**src/verilog/cca_pkg.sv**
```systemverilog
// constants and types shared by the capture/compare module and its counter
package cca_pkg;
  // register indices on the special function register port
  localparam logic [1:0] REG_MODE  = 2'h0;
  localparam logic [1:0] REG_CPL   = 2'h1;
  localparam logic [1:0] REG_CPH   = 2'h2;
  localparam logic [1:0] REG_FLAG  = 2'h3;

  // module_mode_control bit positions, and the flag bit of the flag register
  localparam int BIT_WIDE   = 7;
  localparam int BIT_COMPARE_ENABLE   = 6;
  localparam int BIT_RISE   = 5;
  localparam int BIT_FALL   = 4;
  localparam int BIT_MATCH  = 3;
  localparam int BIT_TOGGLE = 2;
  localparam int BIT_PWM    = 1;
  localparam int BIT_IRQEN  = 0;
  localparam int BIT_FLAG   = 0;

  // reset values and the counter's top value
  localparam logic [7:0]  MODE_RESET  = 8'h00;
  localparam logic [7:0]  BYTE_ZERO   = 8'h00;
  localparam logic [15:0] COUNT_ZERO  = 16'h0000;
  localparam logic [15:0] COUNT_MAX   = 16'hffff;

  // decoded operating mode, one-hot
  typedef enum logic [6:0] {
    CCA_OFF     = 7'h01,
    CCA_CAPTURE = 7'h02,
    CCA_TIMER   = 7'h04,
    CCA_HSO     = 7'h08,
    CCA_FREQ    = 7'h10,
    CCA_PWM8    = 7'h20,
    CCA_WIDE_PULSE_SELECT   = 7'h40
  } cca_mode_t;
endpackage
```
**src/verilog/cca_counter.sv**
```systemverilog
// shared 16-bit counter with sticky overflow flag
`timescale 1ns/1ps
`default_nettype none
module cca_counter (
  input  wire logic        clk_in,
  input  wire logic        rst_in,
  input  wire logic        run_in,
  input  wire logic        tick_in,
  input  wire logic        ovf_clear_in,
  output logic [15:0]      count_out,
  output logic             step_out,
  output logic             ovf_flag_out
);
  logic [15:0] count_reg;
  logic [15:0] count_next;
  logic        step_reg;
  logic        step_next;
  logic        ovf_reg;
  logic        ovf_next;

  ////////////////////////////////////////////////////////////////////////////
  // count on each timebase tick while run is high; overflow set wins over a software clear
  always_comb begin
    count_next = count_reg;
    step_next  = run_in && tick_in;
    ovf_next   = ovf_clear_in ? 1'b0 : ovf_reg;
    if (run_in && tick_in) begin
      count_next = count_reg + 16'h0001;
      if (count_reg == cca_pkg::COUNT_MAX) begin
        ovf_next = 1'b1;
      end
    end
  end

  always_ff @(posedge clk_in) begin
    if (rst_in) begin
      count_reg <= cca_pkg::COUNT_ZERO;
      step_reg  <= 1'b0;
      ovf_reg   <= 1'b0;
    end else begin
      count_reg <= count_next;
      step_reg  <= step_next;
      ovf_reg   <= ovf_next;
    end
  end

  assign count_out    = count_reg;
  assign step_out     = step_reg;
  assign ovf_flag_out = ovf_reg;
endmodule
`default_nettype wire

```
**src/verilog/cca_module.sv**
```systemverilog
// one capture/compare channel with its shared counter and register port
`timescale 1ns/1ps
`default_nettype none
// Behaviour
// - capture mode captures on rising, falling or both pin edges per two bits.
// - a valid capture edge copies the counter into both bytes and sets the flag.
// - a pin level counts only after it has been held two clock cycles.
// - with both edge bits set software reads the pin level directly.
// - software timer mode is compare enable plus match, other modes clear.
// - timer mode sets the flag when counter equals the 16-bit compare value.
// - high-speed output toggles the pin on every 16-bit compare match.
// - frequency output needs compare enable, toggle and pwm, wide bit clear.
// - frequency output toggles on low byte match and adds high to low.
// - a zero high-byte step yields 256 counts between toggles.
// - 8-bit pwm is compare enable plus pwm, wide, toggle, capture bits clear.
// - 8-bit pwm sets pin on low byte match, clears it on overflow.
// - in 8-bit pwm, on low byte rollover the low compare byte reloads from the high byte.
// - 16-bit pwm is compare enable, pwm and wide bits, toggle and captures clear.
// - 16-bit pwm sets pin on full match, clears it on counter overflow.
// - pwm with compare enable clear holds the pin low.
// - low byte write clears compare enable, high byte write sets it.
// - the flag raises a request only with the flag interrupt enable set.
// - requests reach the cpu only with global and array enables both set.
// - hardware never clears the flag; only software does.
// - the shared counter wraps to zero and sets an overflow flag.
module cca_module (
  input  wire logic        clk_in,
  input  wire logic        rst_in,
  input  wire logic        reg_wr_in,
  input  wire logic [1:0]  reg_idx_in,
  input  wire logic [7:0]  reg_wdata_in,
  input  wire logic        global_irq_enable_in,
  input  wire logic        array_irq_enable_in,
  input  wire logic        count_run_in,
  input  wire logic        count_tick_in,
  input  wire logic        ovf_clear_in,
  input  wire logic        channel_pin_in,
  output logic             channel_pin_out,
  output logic             channel_pin_oe_n_out,
  output logic [7:0]       mode_reg_out,
  output logic [7:0]       cap_low_out,
  output logic [7:0]       cap_high_out,
  output logic             flag_out,
  output logic             pin_state_out,
  output logic             irq_out,
  output logic [15:0]      count_out,
  output logic             ovf_flag_out
);
  // decode the mode bits into one operating mode
  function automatic cca_pkg::cca_mode_t mode_of(input logic [7:0] m);
    logic compare_enable, rise, fall, match_enable, toggle_enable, pwm, wide;
    compare_enable = m[cca_pkg::BIT_COMPARE_ENABLE];
    rise = m[cca_pkg::BIT_RISE];
    fall = m[cca_pkg::BIT_FALL];
    match_enable  = m[cca_pkg::BIT_MATCH];
    toggle_enable  = m[cca_pkg::BIT_TOGGLE];
    pwm  = m[cca_pkg::BIT_PWM];
    wide = m[cca_pkg::BIT_WIDE];
    mode_of = cca_pkg::CCA_OFF;
    if ((rise || fall) && !match_enable && !toggle_enable && !pwm) begin
      mode_of = cca_pkg::CCA_CAPTURE;
    end else if (rise || fall) begin
      mode_of = cca_pkg::CCA_OFF;
    end else if (match_enable && !toggle_enable && !pwm && compare_enable) begin
      mode_of = cca_pkg::CCA_TIMER;
    end else if (match_enable && toggle_enable && !pwm && compare_enable) begin
      mode_of = cca_pkg::CCA_HSO;
    end else if (toggle_enable && pwm && !wide) begin
      mode_of = cca_pkg::CCA_FREQ;
    end else if (pwm && !toggle_enable && !wide) begin
      mode_of = cca_pkg::CCA_PWM8;
    end else if (pwm && !toggle_enable && wide) begin
      mode_of = cca_pkg::CCA_WIDE_PULSE_SELECT;
    end
  endfunction

  logic [15:0] count_w;
  logic        step_w;
  logic        ovf_w;

  ////////////////////////////////////////////////////////////////////////////
  // shared counter
  cca_counter u_counter (
    .clk_in       (clk_in),
    .rst_in       (rst_in),
    .run_in       (count_run_in),
    .tick_in      (count_tick_in),
    .ovf_clear_in (ovf_clear_in),
    .count_out    (count_w),
    .step_out     (step_w),
    .ovf_flag_out (ovf_w)
  );

  ////////////////////////////////////////////////////////////////////////////
  // pin synchroniser and edge detection
  logic sync1_reg;
  logic sync2_reg;
  logic sync3_reg;
  logic level_reg;
  logic level_next;
  logic level_d_reg;

  // level moves only once two synchronised samples agree: shorter pulses are lost
  always_comb begin
    level_next = level_reg;
    if (sync2_reg == sync3_reg) begin
      level_next = sync3_reg;
    end
  end

  always_ff @(posedge clk_in) begin
    if (rst_in) begin
      sync1_reg   <= 1'b0;
      sync2_reg   <= 1'b0;
      sync3_reg   <= 1'b0;
      level_reg   <= 1'b0;
      level_d_reg <= 1'b0;
    end else begin
      sync1_reg   <= channel_pin_in;
      sync2_reg   <= sync1_reg;
      sync3_reg   <= sync2_reg;
      level_reg   <= level_next;
      level_d_reg <= level_reg;
    end
  end

  ////////////////////////////////////////////////////////////////////////////
  // mode, compare and flag state
  logic [7:0]        mode_reg;
  logic [7:0]        mode_next;
  logic [7:0]        cpl_reg;
  logic [7:0]        cpl_next;
  logic [7:0]        cph_reg;
  logic [7:0]        cph_next;
  logic              flag_reg;
  logic              flag_next;
  logic              pin_reg;
  logic              pin_next;
  logic              oe_n_reg;
  logic              oe_n_next;
  logic              irq_reg;
  logic              irq_next;
  logic              pstate_reg;
  cca_pkg::cca_mode_t mode_w;
  logic              rise_edge;
  logic              fall_edge;
  logic              cap_event;
  logic              match16;
  logic              match8;
  logic              low_wrap;
  logic              compare_enable_w;

  assign mode_w    = mode_of(mode_reg);
  assign compare_enable_w    = mode_reg[cca_pkg::BIT_COMPARE_ENABLE];
  assign rise_edge = level_reg && !level_d_reg;
  assign fall_edge = !level_reg && level_d_reg;
  assign cap_event = (mode_w == cca_pkg::CCA_CAPTURE) &&
                     ((rise_edge && mode_reg[cca_pkg::BIT_RISE]) ||
                      (fall_edge && mode_reg[cca_pkg::BIT_FALL]));
  // match only on counter step cycles, so a stopped counter cannot fire again
  assign match16   = step_w && (count_w == {cph_reg, cpl_reg});
  assign match8    = step_w && (count_w[7:0] == cpl_reg);
  assign low_wrap  = step_w && (count_w[7:0] == cca_pkg::BYTE_ZERO);

  // next values; a software write to a compare byte wins over a capture
  always_comb begin
    mode_next = mode_reg;
    cpl_next  = cpl_reg;
    cph_next  = cph_reg;
    flag_next = flag_reg;
    pin_next  = pin_reg;
    oe_n_next = 1'b1;
    case (mode_w)
      cca_pkg::CCA_CAPTURE: begin
        if (cap_event) begin
          cpl_next  = count_w[7:0];
          cph_next  = count_w[15:8];
        end
      end
      cca_pkg::CCA_HSO: begin
        oe_n_next = 1'b0;
        if (match16) begin
          pin_next = !pin_reg;
        end
      end
      cca_pkg::CCA_FREQ: begin
        oe_n_next = 1'b0;
        if (compare_enable_w && match8) begin
          pin_next = !pin_reg;
          cpl_next = cpl_reg + cph_reg;
        end
      end
      cca_pkg::CCA_PWM8: begin
        oe_n_next = 1'b0;
        if (low_wrap) begin
          cpl_next = cph_reg;
          pin_next = (cph_reg == cca_pkg::BYTE_ZERO);
        end else if (match8) begin
          pin_next = 1'b1;
        end
        if (!compare_enable_w) begin
          pin_next = 1'b0;
        end
      end
      cca_pkg::CCA_WIDE_PULSE_SELECT: begin
        oe_n_next = 1'b0;
        if (step_w && count_w == cca_pkg::COUNT_ZERO) begin
          pin_next = ({cph_reg, cpl_reg} == cca_pkg::COUNT_ZERO);
        end else if (match16) begin
          pin_next = 1'b1;
        end
        if (!compare_enable_w) begin
          pin_next = 1'b0;
        end
      end
      default: begin
        oe_n_next = 1'b1;
      end
    endcase
    // software register writes
    if (reg_wr_in) begin
      case (reg_idx_in)
        cca_pkg::REG_MODE: begin
          mode_next = reg_wdata_in;
        end
        cca_pkg::REG_CPL: begin
          cpl_next = reg_wdata_in;
          mode_next[cca_pkg::BIT_COMPARE_ENABLE] = 1'b0;
        end
        cca_pkg::REG_CPH: begin
          cph_next = reg_wdata_in;
          mode_next[cca_pkg::BIT_COMPARE_ENABLE] = 1'b1;
        end
        cca_pkg::REG_FLAG: begin
          flag_next = reg_wdata_in[cca_pkg::BIT_FLAG];
        end
        default: begin
          flag_next = flag_next;
        end
      endcase
    end
    // hardware only ever sets the flag, and a set beats a same-cycle clear
    if (cap_event) begin
      flag_next = 1'b1;
    end
    if (compare_enable_w && mode_reg[cca_pkg::BIT_MATCH] && mode_w != cca_pkg::CCA_OFF &&
        ((match16 && mode_w != cca_pkg::CCA_FREQ && mode_w != cca_pkg::CCA_PWM8) ||
         (match8 && (mode_w == cca_pkg::CCA_FREQ || mode_w == cca_pkg::CCA_PWM8)))) begin
      flag_next = 1'b1;
    end
    irq_next = flag_reg && mode_reg[cca_pkg::BIT_IRQEN] &&
               global_irq_enable_in && array_irq_enable_in;
  end

  always_ff @(posedge clk_in) begin
    if (rst_in) begin
      mode_reg   <= cca_pkg::MODE_RESET;
      cpl_reg    <= cca_pkg::BYTE_ZERO;
      cph_reg    <= cca_pkg::BYTE_ZERO;
      flag_reg   <= 1'b0;
      pin_reg    <= 1'b0;
      oe_n_reg   <= 1'b1;
      irq_reg    <= 1'b0;
      pstate_reg <= 1'b0;
    end else begin
      mode_reg   <= mode_next;
      cpl_reg    <= cpl_next;
      cph_reg    <= cph_next;
      flag_reg   <= flag_next;
      pin_reg    <= pin_next;
      oe_n_reg   <= oe_n_next;
      irq_reg    <= irq_next;
      pstate_reg <= level_reg;
    end
  end

  ////////////////////////////////////////////////////////////////////////////
  // outputs, all from flip-flops
  assign channel_pin_out      = pin_reg;
  assign channel_pin_oe_n_out = oe_n_reg;
  assign mode_reg_out         = mode_reg;
  assign cap_low_out          = cpl_reg;
  assign cap_high_out         = cph_reg;
  assign flag_out             = flag_reg;
  assign pin_state_out        = pstate_reg;
  assign irq_out              = irq_reg;
  assign count_out            = count_w;
  assign ovf_flag_out         = ovf_w;
endmodule
`default_nettype wire

```
**config.mk**
```make
export PLATFORM = sky130hd
export DESIGN_NAME = cca_module
export DESIGN_NICKNAME = d
export VERILOG_FILES = /design/src/verilog/cca_pkg.sv /design/src/verilog/cca_counter.sv /design/src/verilog/cca_module.sv
export SDC_FILE = /design/constraint.sdc
export NUM_CORES = 1
export LEC_CHECK = 0
export ABC_AREA = 1
export BUFFER_PORTS_ARGS = -buffer_cell sky130_fd_sc_hd__buf_2
export CELL_PAD_IN_SITES_DETAIL_PLACEMENT = 2
export CELL_PAD_IN_SITES_GLOBAL_PLACEMENT = 2
export CORE_MARGIN = 5
export CORE_UTILIZATION = 31
export CTS_CLUSTER_DIAMETER = 30
export DETAILED_ROUTE_END_ITERATION = 10
export GPL_TIMING_DRIVEN = 0
export PLACE_DENSITY = 0.88
export RECOVER_POWER = 25
export SYNTH_ARGS = -nofsm -noshare
export SYNTH_HDL_FRONTEND = slang
export SYNTH_SLANG_ARGS = --single-unit
```
**constraint.sdc**
```tcl
create_clock -name clk_in -period 3.65 [get_ports clk_in]
set_input_delay 0.5475 -clock clk_in [delete_from_list [all_inputs] [get_ports clk_in]]
set_output_delay 0.5475 -clock clk_in [all_outputs]
set_load 0.05 [all_outputs]
```
==> metrics.cfg <==
[sta]
max_slew_margin_pct=50.5
tns_ns=0
rsz0062_at_grt=no
tightestPinTransition_ns=0.743
fin_crit_ns=2.12
timing.final.crit_share_pct=58.1
setup_viol_count_final=0
finalHoldViolCount=0
max_freq_mhz=471
slew_violations=0
finClkSkew_ns=0.00804

[cts]
htreeDepth=2
cts_resized=0
clockRootBuffer=clkbuf_8
cts_tree=done
cts_inserted_buffers=5
cts_hold_buffers=0
path_clk_slew_ns=0.11
clk_path_buf_depth=2
clk_latency_ns=0.32
post_cts_buffers=0
cts_sinks=51

[global_route]
grt_max_degree=18
grt_pass1_vias=4188
use_met1_pct=28.7
grt-busiest-layer=met2
grt-ovfl-total=0
grt_pass1_wl_um=22100
antenna_found_initial=0
track_usage_pct=21.7
grt_use_met2_pct=38.1
grtUsageMet3_pct=2.64

[worst_setup_path]
worst-path-stages=12
reg2reg_slack_ns=1.53
cp.arrival_ns=2.39
timing.rr.end=cap_low_out[7]
cp_slowest_cell=dfxtp_1
max_stage_delay_ns=0.37
path_cells=inv_1 -> ha_1 -> nand4_1 -> nor2_2 -> inv_1 -> nor2_1 -> inv_1 -> nor2_1 -> nor3_1 -> nand3_1 -> nand2_1 -> inv_1
rr_startpoint=u_counter.count_out[0]
crit_top_cell=inv_1
crit_path_start_kind=flip-flop
critPathMaxFanout=8
path_delay_family=simple AND/OR/NAND/NOR gates
critical_path_class=reg -> reg
crit_buf_inv=4
reg2reg_depth=12
end_kind=flip-flop
required_ns=3.92

[die]
dieHeight_um=114
start_util_pct=31.3
io_pins=65
rows=38
die-area_um2=13000
core_area_um2=10700
die_w_um=114

[finish]
diodes=0
drive_above_1_share_pct=15.1
area_delta_synth_final_pct=17.0
fin_nets=643
layout.cells.non_filler=751
largest_reg_flops=16

[place]
gp_congestion=0.843
place_inst=743
port_buffers=63
detailed_place_hpwl_um=11200

[yosys]
syn_inst=540
ys_warn_count=0
synthesis.area_um2=3360
yosysTopAreaCell=dfxtp_1
ys_seq_area_share_pct=30.4
ys_ff_latch=51
synth_cell_type_count=34
avgSynthCellArea_um2=6.22
synth_area_leaders=dfxtp_1, nand2_1, inv_1
synthesis.nets=573
synth_top_area_share_pct=30.4

[status]
status=finished clean

[power]
report.power.total_mw=1.27
leakagePower_nw=1.93
power.density_nw_per_um2=324
peakVddDrop_v=0.000141

[routing]
drtAntennaViolNets=0
viasPerCell=5.14
drc=0
wl_per_cell_um=18.5
totalWireLength_um=13900
first_iter_violations=204
vias=3862
first_pass_iters=4

[job]
drv_cap=0

[hold_path]
hold_path_startpoint=sync1_reg
hp-class=reg -> reg
holdPathEnd=sync2_reg
holdPathStages=2

## worst max-delay path by stage
stage / start / endpoint / slack (ns)
after floorplan: cap_high_out[0] / cap_low_out[6] / 1.54
after global placement: count_run_in / u_counter.count_out[14] / 1.50
after detailed placement: count_run_in / u_counter.count_out[14] / 1.43
after CTS: cap_low_out[1] / cap_low_out[6] / 1.49
after global routing: u_counter.count_out[0] / cap_low_out[7] / 1.39
final: u_counter.count_out[0] / cap_low_out[7] / 1.53
## placed cells by master, fill, tap and decap left out, drive strengths merged, types with 17 or more instances in the layout
cell and instances:
nand2 142, inv 91, nor2 71, buf 55
dfxtp 51, a21oi 46, o21ai 44, nand3 25
clkbuf 20, nand4 17
## logic make-up after synthesis
family	share of synthesized area, %
simple gates	35.8
fa+ha+maj	5.44
xor+xnor	1.56
flops	30.4
compound gates	16.0
buf+inv	10.8
## area by class of cell
cell class | count | area (um^2)
buffer | 7 | 27.5
clock buffer | 5 | 68.8
clock inverter | 3 | 22.5
fill | 1382 | 6820
inverter | 89 | 334
multi-input combinational | 393 | 1980
sequential | 51 | 1020
tap | 140 | 175
timing repair buffer | 63 | 304
## where the power goes
part / switching [mW] / leakage, nW / internal [mW]
sequential: 0.0374 / 0.415 / 0.576
clock: 0.223 / 0.0489 / 0.140
combinational: 0.215 / 1.47 / 0.0833
## synth_stat cells, drive strengths merged
cell type / instances
a21boi: 1
a21o: 2
a21oi: 46
a31oi: 3
a41oi: 1
buf: 2
clkbuf: 5
dfxtp: 51
fa: 1
ha: 13
inv: 89
nand2: 142
nand3: 25
nand3b: 1
nand4: 17
nor2: 71
nor3: 13
nor3b: 1
nor4: 1
o211ai: 2
o21a: 2
o21ai: 44
o22ai: 1
xnor2: 5
xor2: 1
## worst min-delay path: stages (launching register included)
cell	delay (ns)
dfxtp_1	0.31
inv_1	0.04
nor2_1	0.03
## through the flow
stage | cell area (um^2) | hold WS, ns | util [%] | setup WS [ns]
floorplan | 3360 | 0.388 | - | 1.54
global placement | 3850 | 0.392 | 35.8 | 1.50
detailed placement | 3850 | 0.403 | 35.8 | 1.43
CTS | 3940 | 0.418 | 36.7 | 1.49
global route | 3930 | 0.406 | 36.6 | 1.39
finish | 3930 | 0.413 | 36.6 | 1.53
## metal layers
layer	up-vias	wire length, um	share of wire (%)
met3	11	441	3.2
met1	1909	6480	47
met4	0	161	1.2
met2	69	6810	49
met5	-	0	0
li1	1873	-	-
Power figures use the tool's default switching activity.
